<file path="config.mk">
export PLATFORM = sky130hd
export DESIGN_NAME = smm_restart_reloc
export DESIGN_NICKNAME = d
export VERILOG_FILES = /design/src/smr_pkg.sv /design/src/smm_restart_reloc.sv
export SDC_FILE = /design/constraint.sdc
export NUM_CORES = 1
export LEC_CHECK = 0
export ABC_AREA = 1
export BUFFER_PORTS_ARGS = -buffer_cell sky130_fd_sc_hd__clkbuf_2
export CORE_MARGIN = 1
export CORE_UTILIZATION = 64
export CTS_BUF_LIST = sky130_fd_sc_hd__clkbuf_4
export CTS_CLUSTER_DIAMETER = 120
export DETAILED_ROUTE_END_ITERATION = 8
export PLACE_DENSITY = 0.89
export SLEW_MARGIN = 20
export SYNTH_ARGS = -nofsm -noshare
export SYNTH_HDL_FRONTEND = slang
export SYNTH_SLANG_ARGS = --single-unit
</file>
<file path="constraint.sdc">
create_clock -name clock -period 16 [get_ports clock]
set_input_delay 0 -clock clock [delete_from_list [all_inputs] [get_ports clock]]
set_output_delay 0 -clock clock [all_outputs]
set_load 0.02 [all_outputs]
</file>
<file path="src/smr_pkg.sv">
package smr_pkg;

  // reset value and address arithmetic of the management memory base
  localparam logic [31:0] SMR_BASE_RESET = 32'h0003_0000;
  localparam logic [31:0] SMR_VECTOR_OFS = 32'h0000_8000;
  localparam logic [31:0] SMR_SAVE_TOP_OFS = 32'h0000_7FFF;
  localparam logic [31:0] SMR_SAVE_RESET = SMR_BASE_RESET + SMR_VECTOR_OFS + SMR_SAVE_TOP_OFS;
  localparam int SMR_ALIGN_BITS = 15;

  // slot offsets, relative to base + 8000h
  localparam logic [15:0] SMR_SLOT_BASE = 16'h7EF8;
  localparam logic [15:0] SMR_SLOT_REVID = 16'h7EFC;
  localparam logic [15:0] SMR_SLOT_IORST = 16'h7F00;
  localparam logic [15:0] SMR_SLOT_HALT = 16'h7F02;
  localparam logic [15:0] SMR_SLOT_TRAP = 16'h7FA4;

  // feature identifier layout
  localparam int SMR_REV_RELOC_BIT = 17;
  localparam int SMR_REV_IOTRAP_BIT = 16;
  localparam logic [15:0] SMR_REV_LEVEL = 16'h0001; // arbitrary revision level
  localparam logic [31:0] SMR_REV_WORD = {14'h0000, 1'b1, 1'b1, SMR_REV_LEVEL};

  // trap word layout
  localparam int SMR_TRAP_ADDR_LSB = 16;
  localparam int SMR_TRAP_VALID_BIT = 1;
  localparam int SMR_TRAP_DIR_BIT = 0;

  // restart slot values
  localparam logic [7:0] SMR_IORST_YES = 8'hFF;
  localparam logic [7:0] SMR_IORST_NO = 8'h00;

  typedef enum logic [3:0] {
    SMR_IDLE = 4'h0,
    SMR_SV_REV = 4'h1,
    SMR_SV_BASE = 4'h3,
    SMR_SV_RST = 4'h2,
    SMR_SV_HALT = 4'h6,
    SMR_SV_TRAP = 4'h7,
    SMR_IN_SMM = 4'h5,
    SMR_RD_REV = 4'h4,
    SMR_RD_BASE = 4'hC,
    SMR_RD_HALT = 4'hD,
    SMR_RD_RST = 4'hF,
    SMR_RD_WAIT = 4'hE,
    SMR_RD_DECIDE = 4'hA,
    SMR_SHUTDOWN = 4'hB
  } smr_state_e;

  typedef enum logic [1:0] {
    SMR_ACT_NEXT = 2'h0,
    SMR_ACT_AFTER_HALT = 2'h1,
    SMR_ACT_REHALT = 2'h2,
    SMR_ACT_UNPRED = 2'h3
  } smr_act_e;

  typedef struct packed {
    logic wrEn;
    logic rdEn;
    logic half;
    logic [31:0] addr;
    logic [31:0] data;
  } smr_slot_req_s;

  typedef struct packed {
    logic done;
    logic shutdown;
    logic ioRestart;
    smr_act_e action;
  } smr_exit_s;

endpackage : smr_pkg

</file>
<file path="src/smm_restart_reloc.sv">
// Function
// base-relocation feature bit reads 1 and never changes at entry or exit.
// I/O trapping feature bit reads 1 and never changes at entry or exit.
// halt bit 0 at entry and exit: continue with next instruction.
// halt bit 1 at entry: 0 at exit resumes after halt, 1 re-halts.
// restart slot 0FFh at resume: re-execute the trapped I/O instruction.
// restart slot 00h at resume: do not re-execute the I/O instruction.
// every entry writes 00h into the I/O restart slot.
// handler sets restart slot only for interrupts on I/O instruction boundaries.
// back-to-back interrupt: handler leaves restart slot, device leaves trap word clear.
// trap word bits 31-16 hold the trapped I/O address; 15-2 reserved.
// trap word bit 1 set only for a genuine port I/O instruction.
// trap word bit 0 is direction: 1 read, 0 write.
// chipset raises the interrupt within the first access of repeated string I/O.
// without an I/O trap the address and direction fields are don't-care.
// base resets to 30000h, giving a memory range 38000h to 3FFFFh.
// misaligned base slot at resume sends the device to shutdown; the code does so only when identifier bit 17 is read as 1.
// resume latches the base slot; next interrupt uses it for save and vector.
// entry saves at current base, writes base to slot 7EF8h, then branches.
// handler entry address is base plus 8000h.
// save area starts at base plus 8000h plus 7FFFh.
// base is taken from the slot only when identifier bit 17 is set.
// entry writes halt slot bit 0: 1 after a halt, else 0.
// identifier read on every resume, fixed bits written on every save.
// base aligned only when low fifteen bits are zero, checked before commit.
module smm_restart_reloc (
  input wire logic clock,
  input wire logic rst,
  input wire logic ce,
  input wire logic entryReq,
  input wire logic haltAtEntry,
  input wire logic ioInstrValid,
  input wire logic backToBack,
  input wire logic [15:0] trapAddrPin,
  input wire logic trapReadPin,
  input wire logic resumeReq,
  input wire logic [31:0] slotRdData,
  output smr_pkg::smr_slot_req_s slotReq,
  output smr_pkg::smr_exit_s exitInfo,
  output logic inSmm,
  output logic [31:0] entryVector,
  output logic [31:0] saveAreaStart,
  output logic [31:0] mgmtMemoryBase
);
  import smr_pkg::*;

  function automatic logic [31:0] slotAddr(input logic [31:0] base, input logic [15:0] ofs);
    slotAddr = base + SMR_VECTOR_OFS + {16'h0000, ofs};
  endfunction : slotAddr

  function automatic logic isAligned(input logic [31:0] v);
    isAligned = (v[SMR_ALIGN_BITS-1:0] == '0);
  endfunction : isAligned

  smr_state_e state_r;
  smr_state_e state_nxt;
  smr_slot_req_s slotReq_r;
  smr_slot_req_s slotReq_nxt;
  smr_exit_s exit_r;
  logic inSmm_r;
  logic [31:0] entryVector_r;
  logic [31:0] saveAreaStart_r;
  logic [31:0] base_r;
  logic [15:0] trapAddrS1_r;
  logic [15:0] trapAddrS2_r;
  logic trapReadS1_r;
  logic trapReadS2_r;
  logic [15:0] trapAddr_r;
  logic trapRead_r;
  logic ioValid_r;
  logic backToBack_r;
  logic haltAtEntry_r;
  logic [31:0] rdRev_r;
  logic [31:0] rdBase_r;
  logic [15:0] rdHalt_r;

  // decoded values used by the save and the resume decision
  wire [31:0] trapWord = backToBack_r ? 32'h0000_0000 :
                         {trapAddr_r, 14'h0000, ioValid_r, trapRead_r};
  wire haltExit = rdHalt_r[0];
  wire relocOk = rdRev_r[SMR_REV_RELOC_BIT];
  wire baseAligned = isAligned(rdBase_r);
  wire goShutdown = relocOk && !baseAligned;
  wire ioRestartNxt = (slotRdData[7:0] == SMR_IORST_YES);
  wire [31:0] baseNxt = (relocOk && baseAligned) ? rdBase_r : base_r;
  wire smr_act_e actNxt = haltAtEntry_r ?
                          (haltExit ? SMR_ACT_REHALT : SMR_ACT_AFTER_HALT) :
                          (haltExit ? SMR_ACT_UNPRED : SMR_ACT_NEXT);

  assign slotReq = slotReq_r;
  assign exitInfo = exit_r;
  assign inSmm = inSmm_r;
  assign entryVector = entryVector_r;
  assign saveAreaStart = saveAreaStart_r;
  assign mgmtMemoryBase = base_r;

  // next state
  always_comb begin
    state_nxt = state_r;
    unique case (state_r)
      SMR_IDLE: if (entryReq) state_nxt = SMR_SV_REV;
      SMR_SV_REV: state_nxt = SMR_SV_BASE;
      SMR_SV_BASE: state_nxt = SMR_SV_RST;
      SMR_SV_RST: state_nxt = SMR_SV_HALT;
      SMR_SV_HALT: state_nxt = SMR_SV_TRAP;
      SMR_SV_TRAP: state_nxt = SMR_IN_SMM;
      SMR_IN_SMM: if (resumeReq) state_nxt = SMR_RD_REV;
      SMR_RD_REV: state_nxt = SMR_RD_BASE;
      SMR_RD_BASE: state_nxt = SMR_RD_HALT;
      SMR_RD_HALT: state_nxt = SMR_RD_RST;
      SMR_RD_RST: state_nxt = SMR_RD_WAIT;
      SMR_RD_WAIT: state_nxt = SMR_RD_DECIDE;
      SMR_RD_DECIDE: state_nxt = goShutdown ? SMR_SHUTDOWN : SMR_IDLE;
      SMR_SHUTDOWN: state_nxt = SMR_SHUTDOWN;
      default: state_nxt = SMR_IDLE;
    endcase
  end

  // slot access issued one cycle after the state that asks for it
  always_comb begin
    slotReq_nxt = '0;
    unique case (state_r)
      SMR_SV_REV: begin
        slotReq_nxt.wrEn = 1'b1;
        slotReq_nxt.addr = slotAddr(base_r, SMR_SLOT_REVID);
        slotReq_nxt.data = SMR_REV_WORD;
      end
      SMR_SV_BASE: begin
        slotReq_nxt.wrEn = 1'b1;
        slotReq_nxt.addr = slotAddr(base_r, SMR_SLOT_BASE);
        slotReq_nxt.data = base_r;
      end
      SMR_SV_RST: begin
        slotReq_nxt.wrEn = 1'b1;
        slotReq_nxt.half = 1'b1;
        slotReq_nxt.addr = slotAddr(base_r, SMR_SLOT_IORST);
        slotReq_nxt.data = {24'h00_0000, SMR_IORST_NO};
      end
      SMR_SV_HALT: begin
        slotReq_nxt.wrEn = 1'b1;
        slotReq_nxt.half = 1'b1;
        slotReq_nxt.addr = slotAddr(base_r, SMR_SLOT_HALT);
        slotReq_nxt.data = {31'h0000_0000, haltAtEntry_r};
      end
      SMR_SV_TRAP: begin
        slotReq_nxt.wrEn = 1'b1;
        slotReq_nxt.addr = slotAddr(base_r, SMR_SLOT_TRAP);
        slotReq_nxt.data = trapWord;
      end
      SMR_RD_REV: begin
        slotReq_nxt.rdEn = 1'b1;
        slotReq_nxt.addr = slotAddr(base_r, SMR_SLOT_REVID);
      end
      SMR_RD_BASE: begin
        slotReq_nxt.rdEn = 1'b1;
        slotReq_nxt.addr = slotAddr(base_r, SMR_SLOT_BASE);
      end
      SMR_RD_HALT: begin
        slotReq_nxt.rdEn = 1'b1;
        slotReq_nxt.half = 1'b1;
        slotReq_nxt.addr = slotAddr(base_r, SMR_SLOT_HALT);
      end
      SMR_RD_RST: begin
        slotReq_nxt.rdEn = 1'b1;
        slotReq_nxt.half = 1'b1;
        slotReq_nxt.addr = slotAddr(base_r, SMR_SLOT_IORST);
      end
      default: slotReq_nxt = '0;
    endcase
  end

  // chipset pins pass two flip-flops
  always_ff @(posedge clock or posedge rst) begin
    if (rst) begin
      trapAddrS1_r <= '0;
      trapAddrS2_r <= '0;
      trapReadS1_r <= 1'b0;
      trapReadS2_r <= 1'b0;
    end else if (ce) begin
      trapAddrS1_r <= trapAddrPin;
      trapAddrS2_r <= trapAddrS1_r;
      trapReadS1_r <= trapReadPin;
      trapReadS2_r <= trapReadS1_r;
    end
  end

  always_ff @(posedge clock or posedge rst) begin
    if (rst) begin
      state_r <= SMR_IDLE;
      slotReq_r <= '0;
    end else if (ce) begin
      state_r <= state_nxt;
      slotReq_r <= slotReq_nxt;
    end
  end

  // entry capture of the interrupted context
  always_ff @(posedge clock or posedge rst) begin
    if (rst) begin
      trapAddr_r <= '0;
      trapRead_r <= 1'b0;
      ioValid_r <= 1'b0;
      backToBack_r <= 1'b0;
      haltAtEntry_r <= 1'b0;
    end else if (ce && state_r == SMR_IDLE && entryReq) begin
      trapAddr_r <= trapAddrS2_r;
      trapRead_r <= trapReadS2_r;
      ioValid_r <= ioInstrValid;
      backToBack_r <= backToBack;
      haltAtEntry_r <= haltAtEntry;
    end
  end

  // read data returns two states after the read is asked for
  always_ff @(posedge clock or posedge rst) begin
    if (rst) begin
      rdRev_r <= '0;
      rdBase_r <= '0;
      rdHalt_r <= '0;
    end else if (ce) begin
      if (state_r == SMR_RD_HALT) rdRev_r <= slotRdData;
      if (state_r == SMR_RD_RST) rdBase_r <= slotRdData;
      if (state_r == SMR_RD_WAIT) rdHalt_r <= slotRdData[15:0];
    end
  end

  always_ff @(posedge clock or posedge rst) begin
    if (rst) begin
      base_r <= SMR_BASE_RESET;
      saveAreaStart_r <= SMR_SAVE_RESET;
    end else if (ce && state_r == SMR_RD_DECIDE && !goShutdown) begin
      base_r <= baseNxt;
      saveAreaStart_r <= baseNxt + SMR_VECTOR_OFS + SMR_SAVE_TOP_OFS;
    end
  end

  always_ff @(posedge clock or posedge rst) begin
    if (rst) begin
      inSmm_r <= 1'b0;
      entryVector_r <= SMR_BASE_RESET + SMR_VECTOR_OFS;
    end else if (ce) begin
      if (state_r == SMR_SV_TRAP) begin
        inSmm_r <= 1'b1;
        entryVector_r <= base_r + SMR_VECTOR_OFS;
      end else if (state_r == SMR_RD_DECIDE && !goShutdown) begin
        inSmm_r <= 1'b0;
      end
    end
  end

  // resume outcome; done is a one-cycle pulse, shutdown holds until reset
  always_ff @(posedge clock or posedge rst) begin
    if (rst) begin
      exit_r <= '0;
    end else if (ce) begin
      exit_r.done <= 1'b0;
      if (state_r == SMR_RD_DECIDE) begin
        exit_r.done <= 1'b1;
        exit_r.shutdown <= goShutdown;
        exit_r.ioRestart <= ioRestartNxt && !goShutdown;
        exit_r.action <= actNxt;
      end
    end
  end

  chk_rev_fixed_bits: assert property (@(posedge clock) disable iff (rst)
    (slotReq_r.wrEn && slotReq_r.addr == slotAddr(base_r, SMR_SLOT_REVID)) |->
      (slotReq_r.data[SMR_REV_RELOC_BIT] && slotReq_r.data[SMR_REV_IOTRAP_BIT]))
    else $error("feature bits not written as 1");

  chk_restart_clear: assert property (@(posedge clock) disable iff (rst)
    (ce && state_r == SMR_SV_RST) |=>
      (slotReq_r.wrEn && slotReq_r.data[7:0] == SMR_IORST_NO))
    else $error("restart slot not cleared at entry");

  chk_halt_slot: assert property (@(posedge clock) disable iff (rst)
    (ce && state_r == SMR_SV_HALT) |=>
      (slotReq_r.wrEn && slotReq_r.data[0] == haltAtEntry_r))
    else $error("halt slot does not match interrupted halt");

  chk_io_restart: assert property (@(posedge clock) disable iff (rst)
    (ce && state_r == SMR_RD_DECIDE && !goShutdown) |=>
      (exit_r.done && exit_r.ioRestart == ($past(slotRdData[7:0]) == SMR_IORST_YES)))
    else $error("I/O restart decision wrong");

  chk_halt_action: assert property (@(posedge clock) disable iff (rst)
    (ce && state_r == SMR_RD_DECIDE) |=>
      (exit_r.action == (haltAtEntry_r ?
        (rdHalt_r[0] ? SMR_ACT_REHALT : SMR_ACT_AFTER_HALT) :
        (rdHalt_r[0] ? SMR_ACT_UNPRED : SMR_ACT_NEXT))))
    else $error("halt restart action wrong");

  chk_shutdown_align: assert property (@(posedge clock) disable iff (rst)
    (ce && state_r == SMR_RD_DECIDE && relocOk && rdBase_r[SMR_ALIGN_BITS-1:0] != '0) |=>
      (exit_r.shutdown && state_r == SMR_SHUTDOWN && $stable(base_r)))
    else $error("misaligned base did not shut down");

  chk_base_commit: assert property (@(posedge clock) disable iff (rst)
    (ce && state_r == SMR_RD_DECIDE && !goShutdown) |=>
      (base_r == ($past(relocOk) ? $past(rdBase_r) : $past(base_r))))
    else $error("base not latched from slot");

  chk_entry_vector: assert property (@(posedge clock) disable iff (rst)
    (ce && state_r == SMR_SV_TRAP) |=> (inSmm_r && entryVector_r == base_r + SMR_VECTOR_OFS))
    else $error("entry vector not base plus 8000h");

  chk_trap_word: assert property (@(posedge clock) disable iff (rst)
    (slotReq_r.wrEn && slotReq_r.addr == slotAddr(base_r, SMR_SLOT_TRAP)) |->
      (backToBack_r ? slotReq_r.data == 32'h0000_0000 :
        (slotReq_r.data[31:SMR_TRAP_ADDR_LSB] == trapAddr_r &&
         slotReq_r.data[SMR_TRAP_DIR_BIT] == trapRead_r &&
         slotReq_r.data[SMR_TRAP_VALID_BIT] == ioValid_r)))
    else $error("trap word contents wrong");

endmodule : smm_restart_reloc

</file>
* Word level (Yosys, flattened, before mapping) *
Index checks and enable logic that the tools add are counted.

storage, ports and cells
  register bits = 278
  input port bits = 57
  output and inout port bits = 169
  word-level logic and storage cells = 94

cells by class
  $add $sub $neg = 8
  equality and inequality tests = 16
  multiplexer cells = 17
  reductions and logical operators = 27

operator list
  kind                                                                   number
  32-bit by 15-bit adder with 32-bit output, second input constant       6
  32-bit one-hot mux with 5 select lines                                 1
  32-bit one-hot mux with 4 select lines                                 1
  32-bit by 16-bit adder with 32-bit output, second input constant       2
  32-bit 2-to-1 mux                                                      2
  4-bit one-hot mux with 14 select lines                                 1
  4-bit equality test, second input constant                             6
  4-bit by 3-bit equality test with 1-bit output, second input constant  4
  15-bit logical NOT                                                     1
  4-bit 2-to-1 mux                                                       3
  2-bit AND reduction                                                    6
  4-bit by 2-bit equality test with 1-bit output, second input constant  2
  8-bit equality test, second input constant                             1
  1-bit logical AND                                                      8
  2-bit OR reduction                                                     4
  4-bit OR reduction                                                     2
  2-bit 2-to-1 mux                                                       3
  1-bit 2-to-1 mux                                                       5
  5-bit 2-to-1 mux                                                       1
  5-bit OR reduction                                                     1
  4-bit by 1-bit equality test with 1-bit output, second input constant  1
  4-bit logical NOT                                                      1
  2-bit inequality test, second input constant                           2
  3-bit AND reduction                                                    1
  2 further kinds                                                        3

* Depth between registers and ports, before layout *
Gate-level depths: netlist of run 1.

  word-level depth = 7
  mapped depth = 22

* Worst setup path before layout of run 1 *
Ideal clock, no wire load.

  kind = flip-flop to flip-flop
  from = register state_r[0]
  to = register slotReq_r (netlist bit slotReq[50])
  arrival time = 2.331 ns
  data required time = 15.883 ns
  slack = 13.552 ns
  stages on the path, launching flop included = 22
  buffers on the path = 0
  period minus slack after synthesis = 2.448 ns
  cell sequence = dfrtp_1 inv_1 nor2_1 nand2_1 inv_1 nor2_1 inv_1 fa_1 nand2_1 nand2_1 nand2_1 nand2_1 nand2_1 nand3_1 nand2_1 inv_1 nand2_1 nand2_1 o21ai_0 o211ai_1 nand2_1 nand2_1

on the way
  word-level cells in the longest chain between the ends = 3
  elaborated cells between the ends (all ways) = 14

ends and longest elaborated chain
  what                                               RTL line                  text
  start: declaration                                 smm_restart_reloc.sv:55   smr_state_e state_r;
  start signal: assignment                           smm_restart_reloc.sv:192  state_r <= state_nxt;
  4-bit equality test, or another cell as far along  smm_restart_reloc.sv:122  unique case (state_r)
  2-bit OR reduction (no source line)                --
  32-bit one-hot mux with 5 select lines *           smm_restart_reloc.sv:122
  end signal: assignment                             smm_restart_reloc.sv:193  slotReq_r <= slotReq_nxt;
  end: declaration                                   smm_restart_reloc.sv:57   smr_slot_req_s slotReq_r;

Every way passes the cells marked *; elsewhere a longest branch is shown, timed or not.
A chain may end at the register's enable or synchronous reset.

* Worst setup path after layout of run 1 *
  from = register rdBase_r[2]
  to = register base_r[30], in the netlist mgmtMemoryBase[30]

on the way
  word-level cells in the longest chain between the ends = 5
  elaborated cells between the ends (all ways) = 7

ends and longest elaborated chain
  what                      RTL line                  text
  start: declaration        smm_restart_reloc.sv:74   logic [31:0] rdBase_r;
  start signal: assignment  smm_restart_reloc.sv:222  if (state_r == SMR_RD_RST) rdBase_r <= slotRdData;
  15-bit logical NOT *      smm_restart_reloc.sv:52   isAligned = (v[SMR_ALIGN_BITS-1:0] == '0);
  1-bit logical NOT         smm_restart_reloc.sv:83   wire goShutdown = relocOk && !baseAligned;
  1-bit logical AND         smm_restart_reloc.sv:83
  1-bit logical NOT         smm_restart_reloc.sv:231  end else if (ce && state_r == SMR_RD_DECIDE && !goShutdown) begin
  1-bit logical AND         smm_restart_reloc.sv:231
  end signal: assignment    smm_restart_reloc.sv:232  base_r <= baseNxt;
  end: declaration          smm_restart_reloc.sv:63   logic [31:0] base_r;

Marked as above.

==> run metrics, run 1 <==
Post-Syn Instances=1912; Final #Nets=2262; Max-slew headroom=32.7%; main flop type after synthesis=dfrtp_1; Crit path required time=between 15 and 20 ns; clock skew=0.0690 ns; first-pass GRT wire length=87.3 mm; Initial DRC Count=2268; Routed WL=55.7 mm; # setup viols final=0; Hold Slack=-0.00261 ns; Setup crit start kind=flop; total CTS buffers=69; Post-Layout Inst Area=roughly 17000 um2; flop2flop setup slack=roughly 12 ns; Worst Path Max Fanout=61; syn_area_per_cell=around 7.6 um2; most common cell after layout, fill and taps aside=nand2_1; Worst-path clk slew=approximately 0.080 ns; PortBufs=225; vias per cell=6.43; Hold Crit Class=in -> async; yosys warns=0; Synth area leaders=dfrtp_1 (41%), nand2_1 (17%), o21ai_0 (5.7%); async set-reset flop share out of synthesis=100%; H-tree lvl count=3; R2R depth=11; register area=6560 um2; Die W=152 um; hpwl dp=roughly 33 mm; later-pin clock latency in the skew report=0.73 ns; multi-input logic area=approximately 7000 um2; P_leak=8.88 nW; overall routing resource usage=48.7%; post-synth top area share=41.2%; Max VDD drop=0.113 mV; Post-synth EDFFs=0; setup slack after layout=12.27 ns; largest net degree at the start of global routing=117; failing checks=design-rule violations, negative hold slack; placed cells=2342; initial antenna violation count=1; CTS sink cnt=261; hold_buf cts=between 50 and 60; final hold vios=3; Slew @ Worst Pin=1.01 ns; max cap viols=0; area leader, netlist=dfrtp_1; status=finished with violations; fmax=268 MHz; RSZ-0062 raised after global routing=no; FILL cells=between 1000 and 1500; Setup WS pre-CTS=approximately 13 ns; root buffer cell=clkbuf_4; placed cell area=between 15000 and 20000 um2; synthesized area=14500 um2; starting density of the core=65.9%; reg2reg start=rdBase_r[2]; Post-Layout Cell Count=2517; Final TNS setup=0 ns; synth unique cells=54; final slew viol count=0; Yosys reg bits=261; Core Region=22000 um2; most frequent cells in the layout=nand2_1 (642), dfrtp_1 (238), clkbuf_2 (225); worst flop-to-flop path endpoint=mgmtMemoryBase[30]; crit path kind=reg -> reg; clock tree from TritonCTS=done; Crit. End Element=flop; die area=23200 um2; Setup crit end=mgmtMemoryBase[30]; area grow syn2layout=18.3%; power per cell area=~190 nW/um2; grt ovf=0; CTS max path bufs=3; Final Cycle Share=23.3%; postcts setup bufs=0; fin crit period=3.73 ns; I/O pin count=226; Mapped Nets=1983; Worst setup startpoint=rdBase_r[2]; post-CTS sizing=0; Chip Height=between 150 and 200 um; DRC=27; post-route ant nets=0; Cell Rows=54; share of cells above drive strength 1=around 22%; Vias=~16000; routed len/inst=22.1 um; Pre-Repair DR Iteration Count=9; vias in the first global route=approximately 16000; post-synthesis sequential area ratio=45.4%; WP data arrival=roughly 4.3 ns; gpl congestion=0.963
## cell families (layout without fill, tap and decap cells)
| family | count (synthesis) | count (layout) | share of synthesized area, % |
|---|---|---|---|
| xor+xnor | 14 | 14 | 0.848 |
| simple gates | 1011 | 1011 | 30.1 |
| flops | 261 | 261 | 45.4 |
| buf+inv | 241 | 565 | 6.81 |
| compound gates | 340 | 340 | 13.2 |
| other cells | 0 | 1 | 0 |
| fa+ha+maj | 14 | 14 | 1.26 |
| mux | 31 | 31 | 2.41 |
## synth_stat cells, drive strengths merged, types with 12 or more instances
master / n
nand3: 131
xor2: 12
o31ai: 22
o211ai: 15
a21oi: 72
nor2: 165
mux2: 31
inv: 149
dfrtp: 238
dfstp: 23
ha: 13
o21ai: 192
nand4: 40
nand2: 657
buf: 38
clkbuf: 49
## metrics by stage
| stage | hold WS [ns] | total power, mW | util (%) |
|---|---|---|---|
| 2_1_floorplan | 0.117 | 1.99 | - |
| 3_3_place_gp | 0.185 | 2.41 | 71.2 |
| 3_5_place_dp | 0.195 | 2.45 | 71.2 |
| 4_1_cts | 0.0130 | 3.07 | 77.8 |
| 5_1_grt | 0.0413 | 3.33 | 77.9 |
| 6_report | -0.00261 | 3.18 | 77.9 |
## flip-flops by register name, indices dropped and copies added (netlist names), 4 cells and up
| name | cells |
|---|---|
| exitInfo | 5 |
| trapAddrS1_r | 16 |
| slotReq | 67 |
| state_r | 4 |
| saveAreaStart | 32 |
| entryVector | 32 |
| mgmtMemoryBase | 32 |
| trapAddr_r | 16 |
| rdBase_r | 32 |
| trapAddrS2_r | 16 |
## layer usage
metal | track usage [%] | routed length, um
met5 | 0 | 0
met4 | 32.6 | 4490
met3 | 15.0 | 7450
met2 | 76.0 | 24600
met1 | 58.3 | 19200
## worst max-delay path, cell delays in order (launching register included)
cell and delay (ns):
dfrtp_1 0.41, nor2_1 0.21, nand2_1 0.11, nor2_2 0.50, nand2_1 0.28, nand2_1 0.19, inv_1 0.10, nor2_4 0.10
buf_4 0.52, inv_2 0.56, nor2_1 0.41, a21oi_1 0.09
## how the worst min path moves through the flow
stage	depth (start not counted)	from	to	slack, ns
4_1_cts	3	rst	rdBase_r[14]	0.01
5_1_grt	3	rst	rdBase_r[12]	0.04
3_5_place_dp	2	rst	rdBase_r[14]	0.19
2_1_floorplan	2	trapAddrPin[8]	trapAddrS1_r[8]	0.12
3_3_place_gp	2	rst	rdBase_r[12]	0.18
6_report	3	rst	rdBase_r[14]	-0.003
## where the power goes
part	switching [mW]	leakage [nW]	total (mW)	internal, mW
Combinational	1.02	5.18	1.45	0.433
Sequential	0.203	3.18	1.11	0.902
Clock	0.312	0.518	0.622	0.310
Total	1.54	8.88	3.18	1.65
## final cells by class
class                           count  area share (%)
Multi-Input combinational cell   1410            40.6
Sequential cell                   261            38.4
Timing Repair Buffer              295            10.5
Clock buffer                      103            4.52
Inverter                          154            3.44
Tap cell                          280            2.05
Clock inverter                     13           0.534
Antenna cell                        1          0.0146
No activity file was read; power rests on OpenSTA's default activity.
==> run 2, diff against run 1 <==
ABC_AREA = 0   (was 1)
CORE_UTILIZATION = 59   (was 64)
PLACE_DENSITY = 0.83   (was 0.89)
clock period = 3.7 ns   (was 16 ns; I/O delays follow)
==> run 2 against run 1 <==
- the run now ends clean
- clock skew decreased by 0.0070 ns
- final area grew 0.85%
- flip-flop and latch count is the same
- first-iteration DRC count shrank 39%
- power rose to 4.0 times the previous value
- combinational power rose to 3.8 times the previous value
- register-to-register slack got worse by 12 ns
- area after synthesis shrank 4.0%
- die area is 4.1% higher
- via count is 17% lower
- synthesized cell count decreased by 28%
- count of clock-buffer cells in the layout up 2
- critical path type unchanged
==> run metrics, run 2 <==
status=finished clean (was finished with violations); root buffer cell=clkbuf_4 (unchanged); wire length on met2=22.9 mm (was 24.6 mm); area leader, netlist=dfrtp_1 (unchanged); area grow syn2layout=24.2% (was 18.3%); Post-Layout Cell Count=2078 (was 2517); vias in the first global route=13400 (was 15900); max cap viols=0 (unchanged); fin crit period=3.57 ns (was 3.73 ns); Hold Slack=0.0440 ns (was -0.00261 ns); synthesized area=13900 um2 (was 14500 um2); Chip Height=155 um (was 152 um); worst flop-to-flop path endpoint=saveAreaStart[20] (was mgmtMemoryBase[30]); clock skew=0.0620 ns (was 0.0690 ns); Core Region=22800 um2 (was 22000 um2); final slew viol count=0 (unchanged); crit path kind=reg -> reg (unchanged); Crit path required time=4.30 ns (was 16.55 ns); share of cells above drive strength 1=33.4% (was 21.6%); Pre-Repair DR Iteration Count=7 (was 9); count leader, synth=dfrtp_1 (was nand2_1); max FFs per register=67 (unchanged); async set-reset flop share out of synthesis=100% (unchanged); met1 WL=17.7 mm (was 19.2 mm); CTS max path bufs=3 (unchanged); Crit. End Element=flop (unchanged); Max-slew headroom=24.9% (was 32.7%); Hold Startpoint=slotRdData[4]; post-route ant nets=0 (unchanged); gpl congestion=0.986 (was 0.963); R2R depth=11 (unchanged); die area=24200 um2 (was 23200 um2); hpwl dp=30.2 mm (was 33.2 mm); DRC=0 (was 27); grt ovf=0 (unchanged); Setup WS pre-CTS=0.328 ns (was 12.89 ns); Max VDD drop=0.515 mV (was 0.113 mV); Worst Path Max Fanout=9 (was 61); hold path cells=3; setup slack after layout=0.131 ns (was 12.27 ns); Die W=155 um (was 152 um); Slew @ Worst Pin=1.13 ns (was 1.01 ns); # setup viols final=0 (unchanged); Hold Crit Class=in -> reg (was in -> async); syn_area_per_cell=10.1 um2 (was 7.56 um2); Initial DRC Count=1390 (was 2268); WP data arrival=4.16 ns (was 4.27 ns); H-tree lvl count=3 (unchanged); most common cell after layout, fill and taps aside=dfrtp_1 (was nand2_1); Vias=13400 (was 16200); Synth area leaders=dfrtp_1 (43%), mux2_2 (10%), dfstp_2 (4.4%) (was dfrtp_1 (41%), nand2_1 (17%), o21ai_0 (5.7%)); Hold EP=rdBase_r[4]; Final Cycle Share=96.5% (was 23.3%); Final #Nets=1786 (was 2262); Yosys reg bits=261 (unchanged); main flop type after synthesis=dfrtp_1 (unchanged); largest net degree at the start of global routing=86 (was 117); Post-Syn Instances=1378 (was 1912); Post-Layout Inst Area=17200 um2 (was 17100 um2); yosys warns=0 (unchanged); later-pin clock latency in the skew report=0.75 ns (was 0.73 ns); reg2reg start=rdBase_r[3] (was rdBase_r[2]); post-synth top area share=42.9% (was 41.2%); CTS sink cnt=261 (unchanged); I/O pin count=226 (unchanged); initial antenna violation count=1 (unchanged); routed len/inst=23.1 um (was 22.1 um); Worst-path clk slew=0.08 ns (about the same); starting density of the core=60.8% (was 65.9%); Cell Rows=55 (was 54); placed cells=1874 (was 2342); Setup crit start kind=flop (unchanged); placed cell area=15500 um2 (was 15600 um2); total CTS buffers=71 (was 69); overall routing resource usage=39.9% (was 48.7%); Worst setup startpoint=rdBase_r[3] (was rdBase_r[2]); first-pass GRT wire length=73.9 mm (was 87.3 mm); Routed WL=48.0 mm (was 55.7 mm); Mapped Nets=1449 (was 1983); power per cell area=733 nW/um2 (was 186 nW/um2); most frequent cells in the layout=dfrtp_1 (238), clkbuf_2 (224), mux2_2 (123) (was nand2_1 (642), dfrtp_1 (238), clkbuf_2 (225)); Routed met3 length=4.61 mm (was 7.45 mm); fmax=280 MHz (was 268 MHz); vias per cell=6.45 (was 6.43); final hold vios=0 (was 3); clock tree from TritonCTS=done (unchanged); list of most frequent post-synthesis cells=dfrtp_1 (238), mux2_2 (123), nand2_1 (109) (was nand2_1 (642), dfrtp_1 (238), o21ai_0 (165)); Max Used Layer=met4 (unchanged); synth unique cells=97 (was 54); flop2flop setup slack=0.13 ns (was 12.27 ns); PortBufs=225 (unchanged); Post-synth EDFFs=0 (unchanged); P_leak=7.86 nW (was 8.88 nW); post-synthesis sequential area ratio=47.2% (was 45.4%)
## run 2: changes by cell type in the layout (fill, tap and decap cells not counted), moves of 22 or more
cell	previous run	this run
nor2_1	134	89
o21ai_0	164	92
inv_1	129	31
nand3_1	122	43
mux2_2	31	123
xnor2_1	2	35
dlygate4sd3_1	58	80
buf_4	11	63
nand2_1	642	109
## run 2: metal layers
layer	global-route usage [%]	up-vias
met2	64.7	933
met4	25.1	0
li1	-	5765
met1	48.3	6491
met5	0	-
met3	8.94	209
## run 2: critical path, cell delays in order (launching register included)
cell       delay, ns
dfrtp_1         0.45
nor4_2          0.34
and4_1          0.26
nand2_1         0.20
nand2_1         0.14
ha_1            0.17
or3b_2          0.50
nand4b_4        0.23
a2111oi_2       0.41
o21ai_2         0.24
and3_1          0.24
o31ai_1         0.23
## run 2: worst max-delay path by stage
stage                        endpoint  slack, ns
floorplan                 slotReq[56]       0.18
global placement    saveAreaStart[30]       0.45
detailed placement  saveAreaStart[20]       0.33
CTS                 saveAreaStart[20]       0.25
global route        saveAreaStart[18]      -0.03
finish              saveAreaStart[20]       0.13
## run 2: report_power, final
| part | internal, mW | switching [mW] |
|---|---|---|
| sequential | 3.67 | 0.700 |
| clock | 1.45 | 1.33 |
| combinational | 2.07 | 3.43 |
## run 2: metrics by stage
stage	TNS [ns]	util, %	total power, mW
final	0	75.5	12.6
after global routing	-0.0285	75.5	13.2
after CTS	0	75.3	12.3
after detailed placement	0	67.7	9.48
after global placement	0	67.7	9.36
after floorplan	0	-	7.66
## run 2: what timing repair did
item                                   in CTS  in global routing
setup buffers                               0                  0
setup endpoints to repair                   0                  4
hold buffers                               79                  1
resized for setup                           0                  3
endpoints found under the hold margin     121                 11
## run 2: cell type report
| class | instances | area (um2) |
|---|---|---|
| Fill cell | 1564 | 5600 |
| Timing Repair Buffer | 370 | 2450 |
| Inverter | 34 | 131 |
| Clock buffer | 105 | 788 |
| Tap cell | 313 | 392 |
| Sequential cell | 261 | 6560 |
| Multi-Input combinational cell | 977 | 6780 |
| Clock inverter | 16 | 140 |
| Antenna cell | 2 | 5.00 |
## run 2: kinds of logic after synthesis
group,share of synthesized area [%]
AOI/OAI and AO/OA,19.0
xor gates and xnor gates,3.22
adders and majority gates,1.32
buffers and inverters,4.21
DFF,47.2
muxes,10.8
and+or+nand+nor,14.2
